==> src/inc/fault_flags_defs.vh <==
// Constants for the bus fault interrupt flag block
`ifndef FAULT_FLAGS_DEFS_VH
`define FAULT_FLAGS_DEFS_VH
`define ADDR_GLOBAL_INT 8'h50
`define ADDR_SPI_FAULT 8'h53
`define ADDR_BUS_FAULT 8'h54
`define SPI_FAULT_BIT 7
`define GLOBAL_SPI_BIT 4
`define GLOBAL_BUS_BIT 3
`define GLOBAL_ALL_BIT 7
`define BUS_SHORT_LINES_BIT 5
`define BUS_HIGH_BAT_BIT 4
`define BUS_LOW_GND_BIT 3
`define BUS_OPEN_BIT 2
`define BUS_GND_BIT 1
`define BUS_BAT_BIT 0
`define BUS_FLAG_COUNT 6
`define BUS_FLAG_MASK 8'h3F
`define REG_RESET 8'h00
`define RECESSIVE_LEVEL 1'b1
`define DOMINANT_LEVEL 1'b0
`define CLK_PERIOD_PS 8000
`define MIN_DOMINANT_PS 1500
`define MIN_DOMINANT_CYCLES ((`MIN_DOMINANT_PS + `CLK_PERIOD_PS - 1) / `CLK_PERIOD_PS)
`define MIN_DOM_PS_BUS 1500000
`define MIN_DOM_CYC (((`MIN_DOM_PS_BUS) + (`CLK_PERIOD_PS) - 1) / (`CLK_PERIOD_PS))
`define DOM_CNT_W 8
`define EDGE_QUAL 3'h4
`define EDGE_CNT_W 3
`endif
==> src/hw/bus_fault_interrupt_flags.v <==
// Fault status registers: serial port fault, bus fault flags and global summary
// Structure
// The host reaches the two status registers and the global summary through a simple
// address, write strobe and write data interface that the serial front end drives.
// Read data is registered, so it shows the addressed register one cycle later.
// Writes to the global summary or to unmapped addresses change nothing.
//
// Limitations
// A qualified fault keeps setting its flag for as long as the detector stays high on
// a recessive bus, so a clear only sticks once the fault itself has gone away.
// The dominant length counter saturates, so very long dominant bits still count as long.
// The serial fault flag sets on the rising edge of the status level only; a level that
// stays high after a clear does not set the flag again.
//
// Trade-offs
// Every asynchronous input passes two flops, which adds two cycles of latency to each
// flag; this is small next to the length of a qualifying dominant bit.
// Set wins over clear so that no fault event can be lost in a clear cycle.
`timescale 1ns/1ps
`include "fault_flags_defs.vh"
module bus_fault_interrupt_flags (
  input wire clk_i,
  input wire rstn_i,
  input wire [`BUS_FLAG_COUNT-1:0] node_dominant_n_i,
  input wire [`BUS_FLAG_COUNT-1:0] fault_detect_i,
  input wire serial_status_i,
  input wire [7:0] reg_addr_i,
  input wire reg_wr_i,
  input wire [7:0] reg_wdata_i,
  output reg [7:0] reg_rdata_o,
  output reg bus_level_o,
  output reg bus_idle_o,
  output wire [7:0] spi_fault_interrupt_status_o,
  output wire [7:0] bus_fault_interrupt_status_o,
  output wire [7:0] global_interrupt_o
);
  reg rst_meta_reg;
  reg rst_sync_reg;
  reg [`BUS_FLAG_COUNT-1:0] fault_meta_reg;
  reg [`BUS_FLAG_COUNT-1:0] fault_sync_reg;
  reg [`BUS_FLAG_COUNT-1:0] dom_meta_reg;
  reg [`BUS_FLAG_COUNT-1:0] dom_sync_reg;
  reg serial_meta_reg;
  reg serial_sync_reg;
  reg serial_prev_reg;
  reg serial_port_fault_flag;
  reg [`BUS_FLAG_COUNT-1:0] bus_flags_reg;
  reg [`DOM_CNT_W-1:0] dom_cnt_reg;
  reg long_dom_reg;
  reg bus_prev_reg;
  wire wired_bus;
  wire long_edge;
  wire serial_set;
  wire spi_wr_clear;
  wire bus_wr_clear;
  wire [`BUS_FLAG_COUNT-1:0] fault_event;
  wire spi_or;
  wire bus_or;

  // Reset release through two flops; assertion stays asynchronous
  always @(posedge clk_i or negedge rstn_i) begin
    if (!rstn_i) begin
      rst_meta_reg <= 1'b0;
      rst_sync_reg <= 1'b0;
    end else begin
      rst_meta_reg <= 1'b1;
      rst_sync_reg <= rst_meta_reg;
    end
  end

  // Detector and bus pins are asynchronous to the core clock, so two flops each
  always @(posedge clk_i or negedge rst_sync_reg) begin
    if (!rst_sync_reg) begin
      fault_meta_reg <= 6'h00;
      fault_sync_reg <= 6'h00;
      dom_meta_reg <= 6'h3F;
      dom_sync_reg <= 6'h3F;
      serial_meta_reg <= 1'b0;
      serial_sync_reg <= 1'b0;
      serial_prev_reg <= 1'b0;
    end else begin
      fault_meta_reg <= fault_detect_i;
      fault_sync_reg <= fault_meta_reg;
      dom_meta_reg <= node_dominant_n_i;
      dom_sync_reg <= dom_meta_reg;
      serial_meta_reg <= serial_status_i;
      serial_sync_reg <= serial_meta_reg;
      serial_prev_reg <= serial_sync_reg;
    end
  end

  // Wired-AND: any node driving low makes the bus dominant
  assign wired_bus = &dom_sync_reg;

  // Bus level and idle indication; recessive counts as high and idle
  always @(posedge clk_i or negedge rst_sync_reg) begin
    if (!rst_sync_reg) begin
      bus_level_o <= 1'b1;
      bus_idle_o <= 1'b1;
      bus_prev_reg <= 1'b1;
    end else begin
      bus_level_o <= wired_bus;
      bus_idle_o <= (wired_bus == `RECESSIVE_LEVEL);
      bus_prev_reg <= wired_bus;
    end
  end

  // Measure each dominant bit; saturating counter marks a long one
  // The mark is taken while the bit is still dominant, so it is ready on the
  // very edge at which the bus returns to recessive.
  always @(posedge clk_i or negedge rst_sync_reg) begin
    if (!rst_sync_reg) begin
      dom_cnt_reg <= 8'h00;
      long_dom_reg <= 1'b0;
    end else if (wired_bus == `DOMINANT_LEVEL) begin
      if (dom_cnt_reg != 8'hFF) begin
        dom_cnt_reg <= dom_cnt_reg + 8'h01;
      end
      long_dom_reg <= (dom_cnt_reg >= `MIN_DOM_CYC);
    end else begin
      dom_cnt_reg <= 8'h00;
      long_dom_reg <= 1'b0;
    end
  end

  // Dominant-to-recessive edge that closed a dominant bit over 1.5 us
  assign long_edge = long_dom_reg && (bus_prev_reg == `DOMINANT_LEVEL) &&
                     (wired_bus == `RECESSIVE_LEVEL);

  // One qualifier per bus fault detector
  genvar g;
  generate
    for (g = 0; g < `BUS_FLAG_COUNT; g = g + 1) begin : qual
      fault_qualifier u_qual (
        .clk_i(clk_i),
        .rst_n_i(rst_sync_reg),
        .bus_level_i(wired_bus),
        .long_edge_i(long_edge),
        .fault_raw_i(fault_sync_reg[g]),
        .fault_event_o(fault_event[g])
      );
    end
  endgenerate

  assign serial_set = serial_sync_reg && !serial_prev_reg;
  assign spi_wr_clear = reg_wr_i && (reg_addr_i == `ADDR_SPI_FAULT) &&
                        reg_wdata_i[`SPI_FAULT_BIT];
  assign bus_wr_clear = reg_wr_i && (reg_addr_i == `ADDR_BUS_FAULT);

  // Sticky flags; set beats clear so no event is lost in the clear cycle
  // Only the ones in the write data clear; zero bits leave their flag as it was.
  // Reserved write data bits have no flop behind them and are simply dropped.
  always @(posedge clk_i or negedge rst_sync_reg) begin
    if (!rst_sync_reg) begin
      serial_port_fault_flag <= 1'b0;
      bus_flags_reg <= 6'h00;
    end else begin
      serial_port_fault_flag <= serial_set |
                                (serial_port_fault_flag & ~spi_wr_clear);
      bus_flags_reg <= fault_event | (bus_flags_reg &
        ~({`BUS_FLAG_COUNT{bus_wr_clear}} & reg_wdata_i[`BUS_FLAG_COUNT-1:0]));
    end
  end

  // Register images; unused positions are hard zero
  assign spi_fault_interrupt_status_o = {serial_port_fault_flag, 7'h00};
  assign bus_fault_interrupt_status_o = {2'h0, bus_flags_reg};
  assign spi_or = |spi_fault_interrupt_status_o;
  assign bus_or = |bus_fault_interrupt_status_o;
  assign global_interrupt_o = {spi_or | bus_or, 2'h0, spi_or, bus_or, 3'h0};

  // Read data registered; unmapped addresses read zero
  // The address is sampled every edge, so a read needs no strobe of its own.
  // A read never clears anything; only a write of ones does.
  always @(posedge clk_i or negedge rst_sync_reg) begin
    if (!rst_sync_reg) begin
      reg_rdata_o <= `REG_RESET;
    end else begin
      case (reg_addr_i)
        `ADDR_GLOBAL_INT: reg_rdata_o <= global_interrupt_o;
        `ADDR_SPI_FAULT: reg_rdata_o <= spi_fault_interrupt_status_o;
        `ADDR_BUS_FAULT: reg_rdata_o <= bus_fault_interrupt_status_o;
        default: reg_rdata_o <= `REG_RESET;
      endcase
    end
  end
endmodule

==> src/hw/fault_qualifier.v <==
// Qualifies one raw fault detector over four long dominant-to-recessive transitions
`timescale 1ns/1ps
`include "fault_flags_defs.vh"
module fault_qualifier (
  input wire clk_i,
  input wire rst_n_i,
  input wire bus_level_i,
  input wire long_edge_i,
  input wire fault_raw_i,
  output wire fault_event_o
);
  reg [`EDGE_CNT_W-1:0] edge_cnt_reg;
  reg [`EDGE_CNT_W-1:0] edge_cnt_next;

  // A fault that drops out restarts the count; it must persist through all edges
  always @* begin
    edge_cnt_next = edge_cnt_reg;
    if (!fault_raw_i) begin
      edge_cnt_next = {`EDGE_CNT_W{1'b0}};
    end else if (long_edge_i && edge_cnt_reg != `EDGE_QUAL) begin
      edge_cnt_next = edge_cnt_reg + 3'h1;
    end
  end

  always @(posedge clk_i or negedge rst_n_i) begin
    if (!rst_n_i) begin
      edge_cnt_reg <= 3'h0;
    end else begin
      edge_cnt_reg <= edge_cnt_next;
    end
  end

  // Event stays asserted while qualified and the bus is recessive; flags re-set after a clear if fault remains
  assign fault_event_o = fault_raw_i && (edge_cnt_reg == `EDGE_QUAL) &&
                         (bus_level_i == `RECESSIVE_LEVEL);
endmodule

==> config.mk <==
export PLATFORM = sky130hd
export DESIGN_NAME = bus_fault_interrupt_flags
export DESIGN_NICKNAME = d
export VERILOG_FILES = /design/src/hw/bus_fault_interrupt_flags.v /design/src/hw/fault_qualifier.v
export VERILOG_INCLUDE_DIRS = /design/src /design/src/inc
export SDC_FILE = /design/constraint.sdc
export NUM_CORES = 1
export LEC_CHECK = 0
export ABC_AREA = 1
export ABC_CLOCK_PERIOD_IN_PS = 3400
export BUFFER_PORTS_ARGS = -buffer_cell sky130_fd_sc_hd__buf_4
export CORE_MARGIN = 1
export CORE_UTILIZATION = 55
export DETAILED_ROUTE_END_ITERATION = 6
export PLACE_DENSITY = 0.88
export SYNTH_ARGS = -nofsm -noshare
export SYNTH_HDL_FRONTEND = slang
export SYNTH_SLANG_ARGS = --single-unit
==> constraint.sdc <==
create_clock -name clk_i -period 3.4 [get_ports clk_i]
set_clock_uncertainty 0.2 [all_clocks]
set_input_delay 0.17 -clock clk_i [delete_from_list [all_inputs] [get_ports clk_i]]
set_output_delay 0.17 -clock clk_i [all_outputs]
set_load 0.02 [all_outputs]
# Yosys cells after proc, flatten, opt, wreduce, memory -nomap -nowiden
# Cells that the tools add are included.
[classes]
magnitude_cmp = 1
muxes = 16
n_reduce_logical = 28
n_bitwise = 9
add_sub_neg = 7
eq_ne = 22
[op_table]
columns = ["op", "n"]
rows = [
  ["$mux 3", 12],
  ["$eq 8x7->1 const B", 3],
  ["$logic_and 1x1->1", 24],
  ["$pmux 8 s3", 1],
  ["$add 3x1->3 const B", 6],
  ["$eq 3x3->1 const B", 6],
  ["$ne 3x3->1 const B", 6],
  ["$mux 8", 2],
  ["$and 6x6->6", 2],
  ["$ne 2x1->1 const B", 6],
  ["$add 8x1->8 const B", 1],
  ["$ge 8x8->1 const B", 1],
  ["$ne 8x8->1 const B", 1],
  ["$not 6->6", 1],
  ["$or 6x6->6", 1],
  ["$reduce_and 6->1", 1],
  ["$reduce_or 6->1", 1],
  ["$not 1->1", 2],
  ["$or 1x1->1", 2],
  ["$reduce_bool 2->1", 1],
  ["$and 1x1->1", 1],
  ["$logic_not 1->1", 1],
  ["$mux 1", 1],
]
[word_totals]
in_bits = 32
register_bits = 72
out_inout_bits = 34

# Longest topological paths before layout
[depth]
depth_word = 6
depth_mapped = 8
depth_no_buf = 8

# Cells and area by module
# A second synthesis with hierarchy kept.
[hier_totals]
cells_unflattened = 354
hier_area_um2 = 3236.9
[by_module_without_submodules]
columns = ["mod", "cells_per_inst", "n_inst", "area_per_inst_um2"]
rows = [
  ["bus_fault_interrupt_flags", 198, 1, 2065.7],
  ["fault_qualifier", 26, 6, 195.2],
]

# Worst setup path after synthesis
# OpenSTA, ideal clock, no wires.
[synth_timing]
kind = "register to register"
from = "reg bus_flags_reg[2]"
to = "reg reg_rdata_o[7]"
slack_ns = 1.935
synth_period_minus_slack_ns = 1.465
setup_time_ns = 0.117
stages_incl_launch_ff = 6
path_buffers = 0
required_time_ns = 3.083
t_arrival_ns = 1.148
cell_sequence = "dfrtp_1 > nor2_1 > nand3_1 > or2_2 > nand2_1 > nand2_1"
[synth_via]
elab_chain_cells = 3
[synth_lines]
columns = ["item", "line_no", "rtl"]
rows = [
  ["from (decl)", "bus_fault_interrupt_flags.v:47", "reg [`BUS_FLAG_COUNT-1:0] bus_flags_reg;"],
  ["from (signal assigned)", "bus_fault_interrupt_flags.v:160", "bus_flags_reg <= fault_event | (bus_flags_reg &"],
  ["$reduce_or 6->1", "bus_fault_interrupt_flags.v:169", "assign bus_or = |bus_fault_interrupt_status_o;"],
  ["via bus_or", "bus_fault_interrupt_flags.v:58", "wire bus_or;"],
  ["$or 1x1->1", "bus_fault_interrupt_flags.v:170", "assign global_interrupt_o = {spi_or | bus_or, 2'h0, spi_or, bus_or, 3'h0};"],
  ["via global_interrupt_o[7]", "bus_fault_interrupt_flags.v:35", "output wire [7:0] global_interrupt_o"],
  ["$pmux 8 s3", "bus_fault_interrupt_flags.v:179", "case (reg_addr_i)"],
  ["to (signal assigned)", "bus_fault_interrupt_flags.v:180", "`ADDR_GLOBAL_INT: reg_rdata_o <= global_interrupt_o;"],
  ["to (signal assigned)", "bus_fault_interrupt_flags.v:181", "`ADDR_SPI_FAULT: reg_rdata_o <= spi_fault_interrupt_status_o;"],
  ["to (signal assigned)", "bus_fault_interrupt_flags.v:182", "`ADDR_BUS_FAULT: reg_rdata_o <= bus_fault_interrupt_status_o;"],
  ["to (decl)", "bus_fault_interrupt_flags.v:30", "output reg [7:0] reg_rdata_o,"],
]
# The timed path passes the listed nets, and every way through them passes these cells.
# A chain may end at the register's enable or synchronous reset.

# Final worst setup path
[layout_timing]
from = "in reg_addr_i[0]"
to = "reg reg_rdata_o[4]"
[layout_via]
elab_chain_cells = 2
[layout_lines]
columns = ["item", "line_no", "rtl"]
rows = [
  ["from (decl)", "bus_fault_interrupt_flags.v:27", "input wire [7:0] reg_addr_i,"],
  ["$eq 8x7->1", "bus_fault_interrupt_flags.v:179", ""],
  ["$pmux 8 s3 *", "bus_fault_interrupt_flags.v:179", ""],
]
# Mark *: on every way between the ends. The rest lies on a longest branch, timed or not.

==> impl_metrics.csv <==
group,metric,value,unit
synth,synth_cells,356,
drt,detail_route.wirelength,6001,µm
floorplan,fp.dieW,78.88,µm
synth,synth-seq-cells,71,
synth,sequential_area_share_after_synthesis,55.16,%
sta,post-route-worst-setup-slack,1.058,ns
worst_setup_path,end_kind,"flop",
drt,wl_per_cell,11.50,µm
grt,grt_max_degree,27,
grt,global_route.usage.total,21.90,%
clock_tree,numCtsBuffers,9,
layout,diodes,0,
layout,final_nets,491,
sta,post-route-period-util,68.88,%
worst_setup_path,timing.rr.start,"dom_cnt_reg[0]",
layout,synthToLayoutAreaGrowth,27.44,%
floorplan,die_h,78.88,µm
sta,hold_viol_final,0,
hold_path,whs_endpoint,"reg_rdata_o[7]",
worst_setup_path,start_kind,"input pin",
drt,drc,0,
drt,top_layer_used,"met4",
worst_setup_path,critPathMaxFanout,3,
hold_path,number_of_cells_on_the_worst_hold_path,5,
placed_design,place_congestion,0.7939,
sta,final-max-slew-violation-count,0,
worst_setup_path,worstSetupPathType,"in -> reg",
drt,vias_per_cell,4.870,
drt,drt-pass1-iter-count,5,
outcome,outcome,"finished, final reports clean",
clock_tree,clockRootBuffer,"clkbuf_8",
synth,netlist_top_cells_area,"dfrtp_1, nand2_1, dfstp_2",
worst_setup_path,reg2reg_setup_slack,1.74,ns
clock_tree,numClockSinks,71,
drt,wl_met1,2486,µm
power_and_ir_drop,cell_pwr_density,488.3,nW/µm²
layout,n_fill_cell,405,
layout,largest_reg_flops,18,
synth,mappedNetlistArea,3251,µm²
power_and_ir_drop,total_leakage_power,2.223,nW
worst_setup_path,worst_r2r_path_depth,7,
drt,num_vias,2542,
clock_tree,cts.clk_slew.worst_paths,0.08,ns
drt,wl_met2,3140,µm
sta,rsz0062_at_grt,"false",
synth,synthDominantCellAreaShare,44.65,%
grt,grt_pass1_vias,2558,
worst_setup_path,critPathRequiredTime,3.49,ns
drt,route.met3.wl,288,µm
synth,synth.avg_cell_area,9.131,µm²
synth,synth_edf_count,0,
drt,drt-initial-drc-count,93,
grt,grt_pass1_wl,10310,µm
sta,timing_worst_slew_pin_value,0.5208,ns
clock_tree,max-clock-path-buffers,2,
placed_design,pre_cts_ws,1.782,ns
floorplan,area_of_the_core,5608,µm²
run,max-cap-violations,0,
drt,postRouteAntennaNets,0,
synth,synth_flop_cell,"dfrtp_1",
placed_design,placed_wire_length_estimate,4103,µm
sta,setup-tns-final,0,ns
power_and_ir_drop,irDropWorstVdd,0.3721,mV
worst_setup_path,critical_r2r_capture,"dom_cnt_reg[4]",
sta,finalCriticalPeriod,2.342,ns
synth,synthDominantAreaCellType,"dfrtp_1",
clock_tree,clk-insertion-delay-late,0.35,ns
layout,post_route_cells_drive_above_1_share,20.22,%
floorplan,std_cell_rows,27,
floorplan,floorplan.die_area,6221,µm²
power_and_ir_drop,post-layout-total-power,2.023,mW
clock_tree,post-cts-setup-buffers,0,
clock_tree,post_cts_resize_count,0,
hold_path,holdCritStartpoint,"reg_addr_i[1]",
grt,globalRoute.totalOverflow,0,
placed_design,placement.io_buffers,49,
synth,synth_warnings,0,
sta,max-slew-margin-rel,65.28,%
sta,report.final.setup_viol,0,
hold_path,type_of_the_tightest_min_delay_check,"in -> reg",
sta,max_freq,0.4270,GHz
synth,synth_async_reset_ratio,100.0,%
grt,grt_antenna_before_repair,0,
floorplan,ios,66,
clock_tree,cts-htree-levels,3,
synth,synth_cell_types,24,
floorplan,initial_core_utilization,57.97,%
clock_tree,cts_tree,"yes",
worst_setup_path,worst-endpoint-arrival,2.43,ns
[per-layer routing]
| layer | global-route usage (%) | up-vias |
|---|---|---|
| li1 | - | 1255 |
| met1 | 24.30 | 1201 |
| met2 | 39.74 | 76 |
| met3 | 5.977 | 10 |
| met4 | 8.545 | 0 |
| met5 | 0 | - |
[power by group]
group | leakage (nW) | total [mW] | internal (mW) | switching [mW]
Sequential | 0.844 | 1.03 | 0.940 | 0.0874
Clock | 0.0981 | 0.664 | 0.354 | 0.310
Combinational | 1.28 | 0.331 | 0.145 | 0.187
[final cells by class]
cell class / count / area [µm²] / share of cell area (%)
sequential: 71 / 1794 / 43.31
multi-input combinational: 230 / 1161 / 28.03
timing repair buffer: 84 / 713.2 / 17.22
inverter: 49 / 186.4 / 4.500
clock buffer: 10 / 137.6 / 3.322
tap: 72 / 90.09 / 2.175
clock inverter: 6 / 60.06 / 1.450
[Yosys cell counts (all sizes together) (2+ instances only)]
library cell / instances
a21oi: 3
inv: 49
nor2: 31
xnor2: 6
ha: 14
conb: 2
o21ai: 4
buf: 20
nand4: 14
nand2: 103
nand3: 35
dfstp: 13
dfrtp: 58
[worst max-delay path: stages]
cell,delay (ns)
dlygate4sd3_1,0.54
buf_4,0.13
nor2_1,0.11
dlygate4sd3_1,0.57
nand2_1,0.05
nor2_1,0.17
dlygate4sd3_1,0.58
nand2_1,0.05
nand2_1,0.06
[placed cells by master (no fill, tap or decap), types with 3 or more instances in the layout]
cell type	synthesis	final
nand2_1	100	100
dfrtp_1	58	57
buf_4	19	51
inv_1	48	48
nand3_1	35	35
dlygate4sd3_1	0	33
nor2_1	28	28
conb_1	2	16
ha_1	14	14
nand4_1	13	13
dfstp_2	13	13
clkbuf_8	0	10
xnor2_1	6	6
o21ai_0	4	4
a21oi_1	3	3
clkinv_2	0	3
[how the worst max path moves through the flow]
| stage | startpoint | cells past startpoint | to | slack (ns) |
|---|---|---|---|---|
| 3_3_place_gp | dom_cnt_reg[0] | 7 | dom_cnt_reg[4] | 1.85 |
| 4_1_cts | reg_addr_i[0] | 9 | reg_rdata_o[4] | 1.11 |
| 6_report | reg_addr_i[0] | 9 | reg_rdata_o[4] | 1.06 |
| 2_1_floorplan | rst_sync_reg | 0 | bus_flags_reg[0] | 1.10 |
| 5_1_grt | reg_addr_i[0] | 9 | reg_rdata_o[4] | 0.93 |
| 3_5_place_dp | dom_cnt_reg[0] | 7 | dom_cnt_reg[4] | 1.78 |
[per-stage QoR]
stage | instances | utilization, % | hold slack, ns | instance area, µm²
final | 522 | 73.87 | 0.03212 | 4143
after global routing | 522 | 73.87 | 0.04139 | 4143
after CTS | 522 | 73.87 | 0.0009296 | 4143
after detailed placement | 473 | 64.46 | -0.2470 | 3615
after global placement | 473 | 64.46 | -0.2473 | 3615
after floorplan | 370 | - | -0.3256 | 3303
[kinds of logic (layout without fill, tap and decap cells)]
| group | count (synthesis) | in the layout | synth area share (%) |
|---|---|---|---|
| compound gates | 7 | 7 | 1.078 |
| other cells | 2 | 16 | 0.2310 |
| flops | 71 | 71 | 55.16 |
| simple gates | 186 | 186 | 25.52 |
| fa+ha+maj | 14 | 14 | 5.389 |
| xor+xnor | 7 | 7 | 1.886 |
| buf+inv | 69 | 149 | 10.74 |
[timing repair]
action / 4_1_cts / 5_1_grt
endpoints found under the hold margin: 25 / 0
hold buffers: 33 / 0
endpoints found under the setup margin: 0 / 0
(Power assumes the default switching activity.)
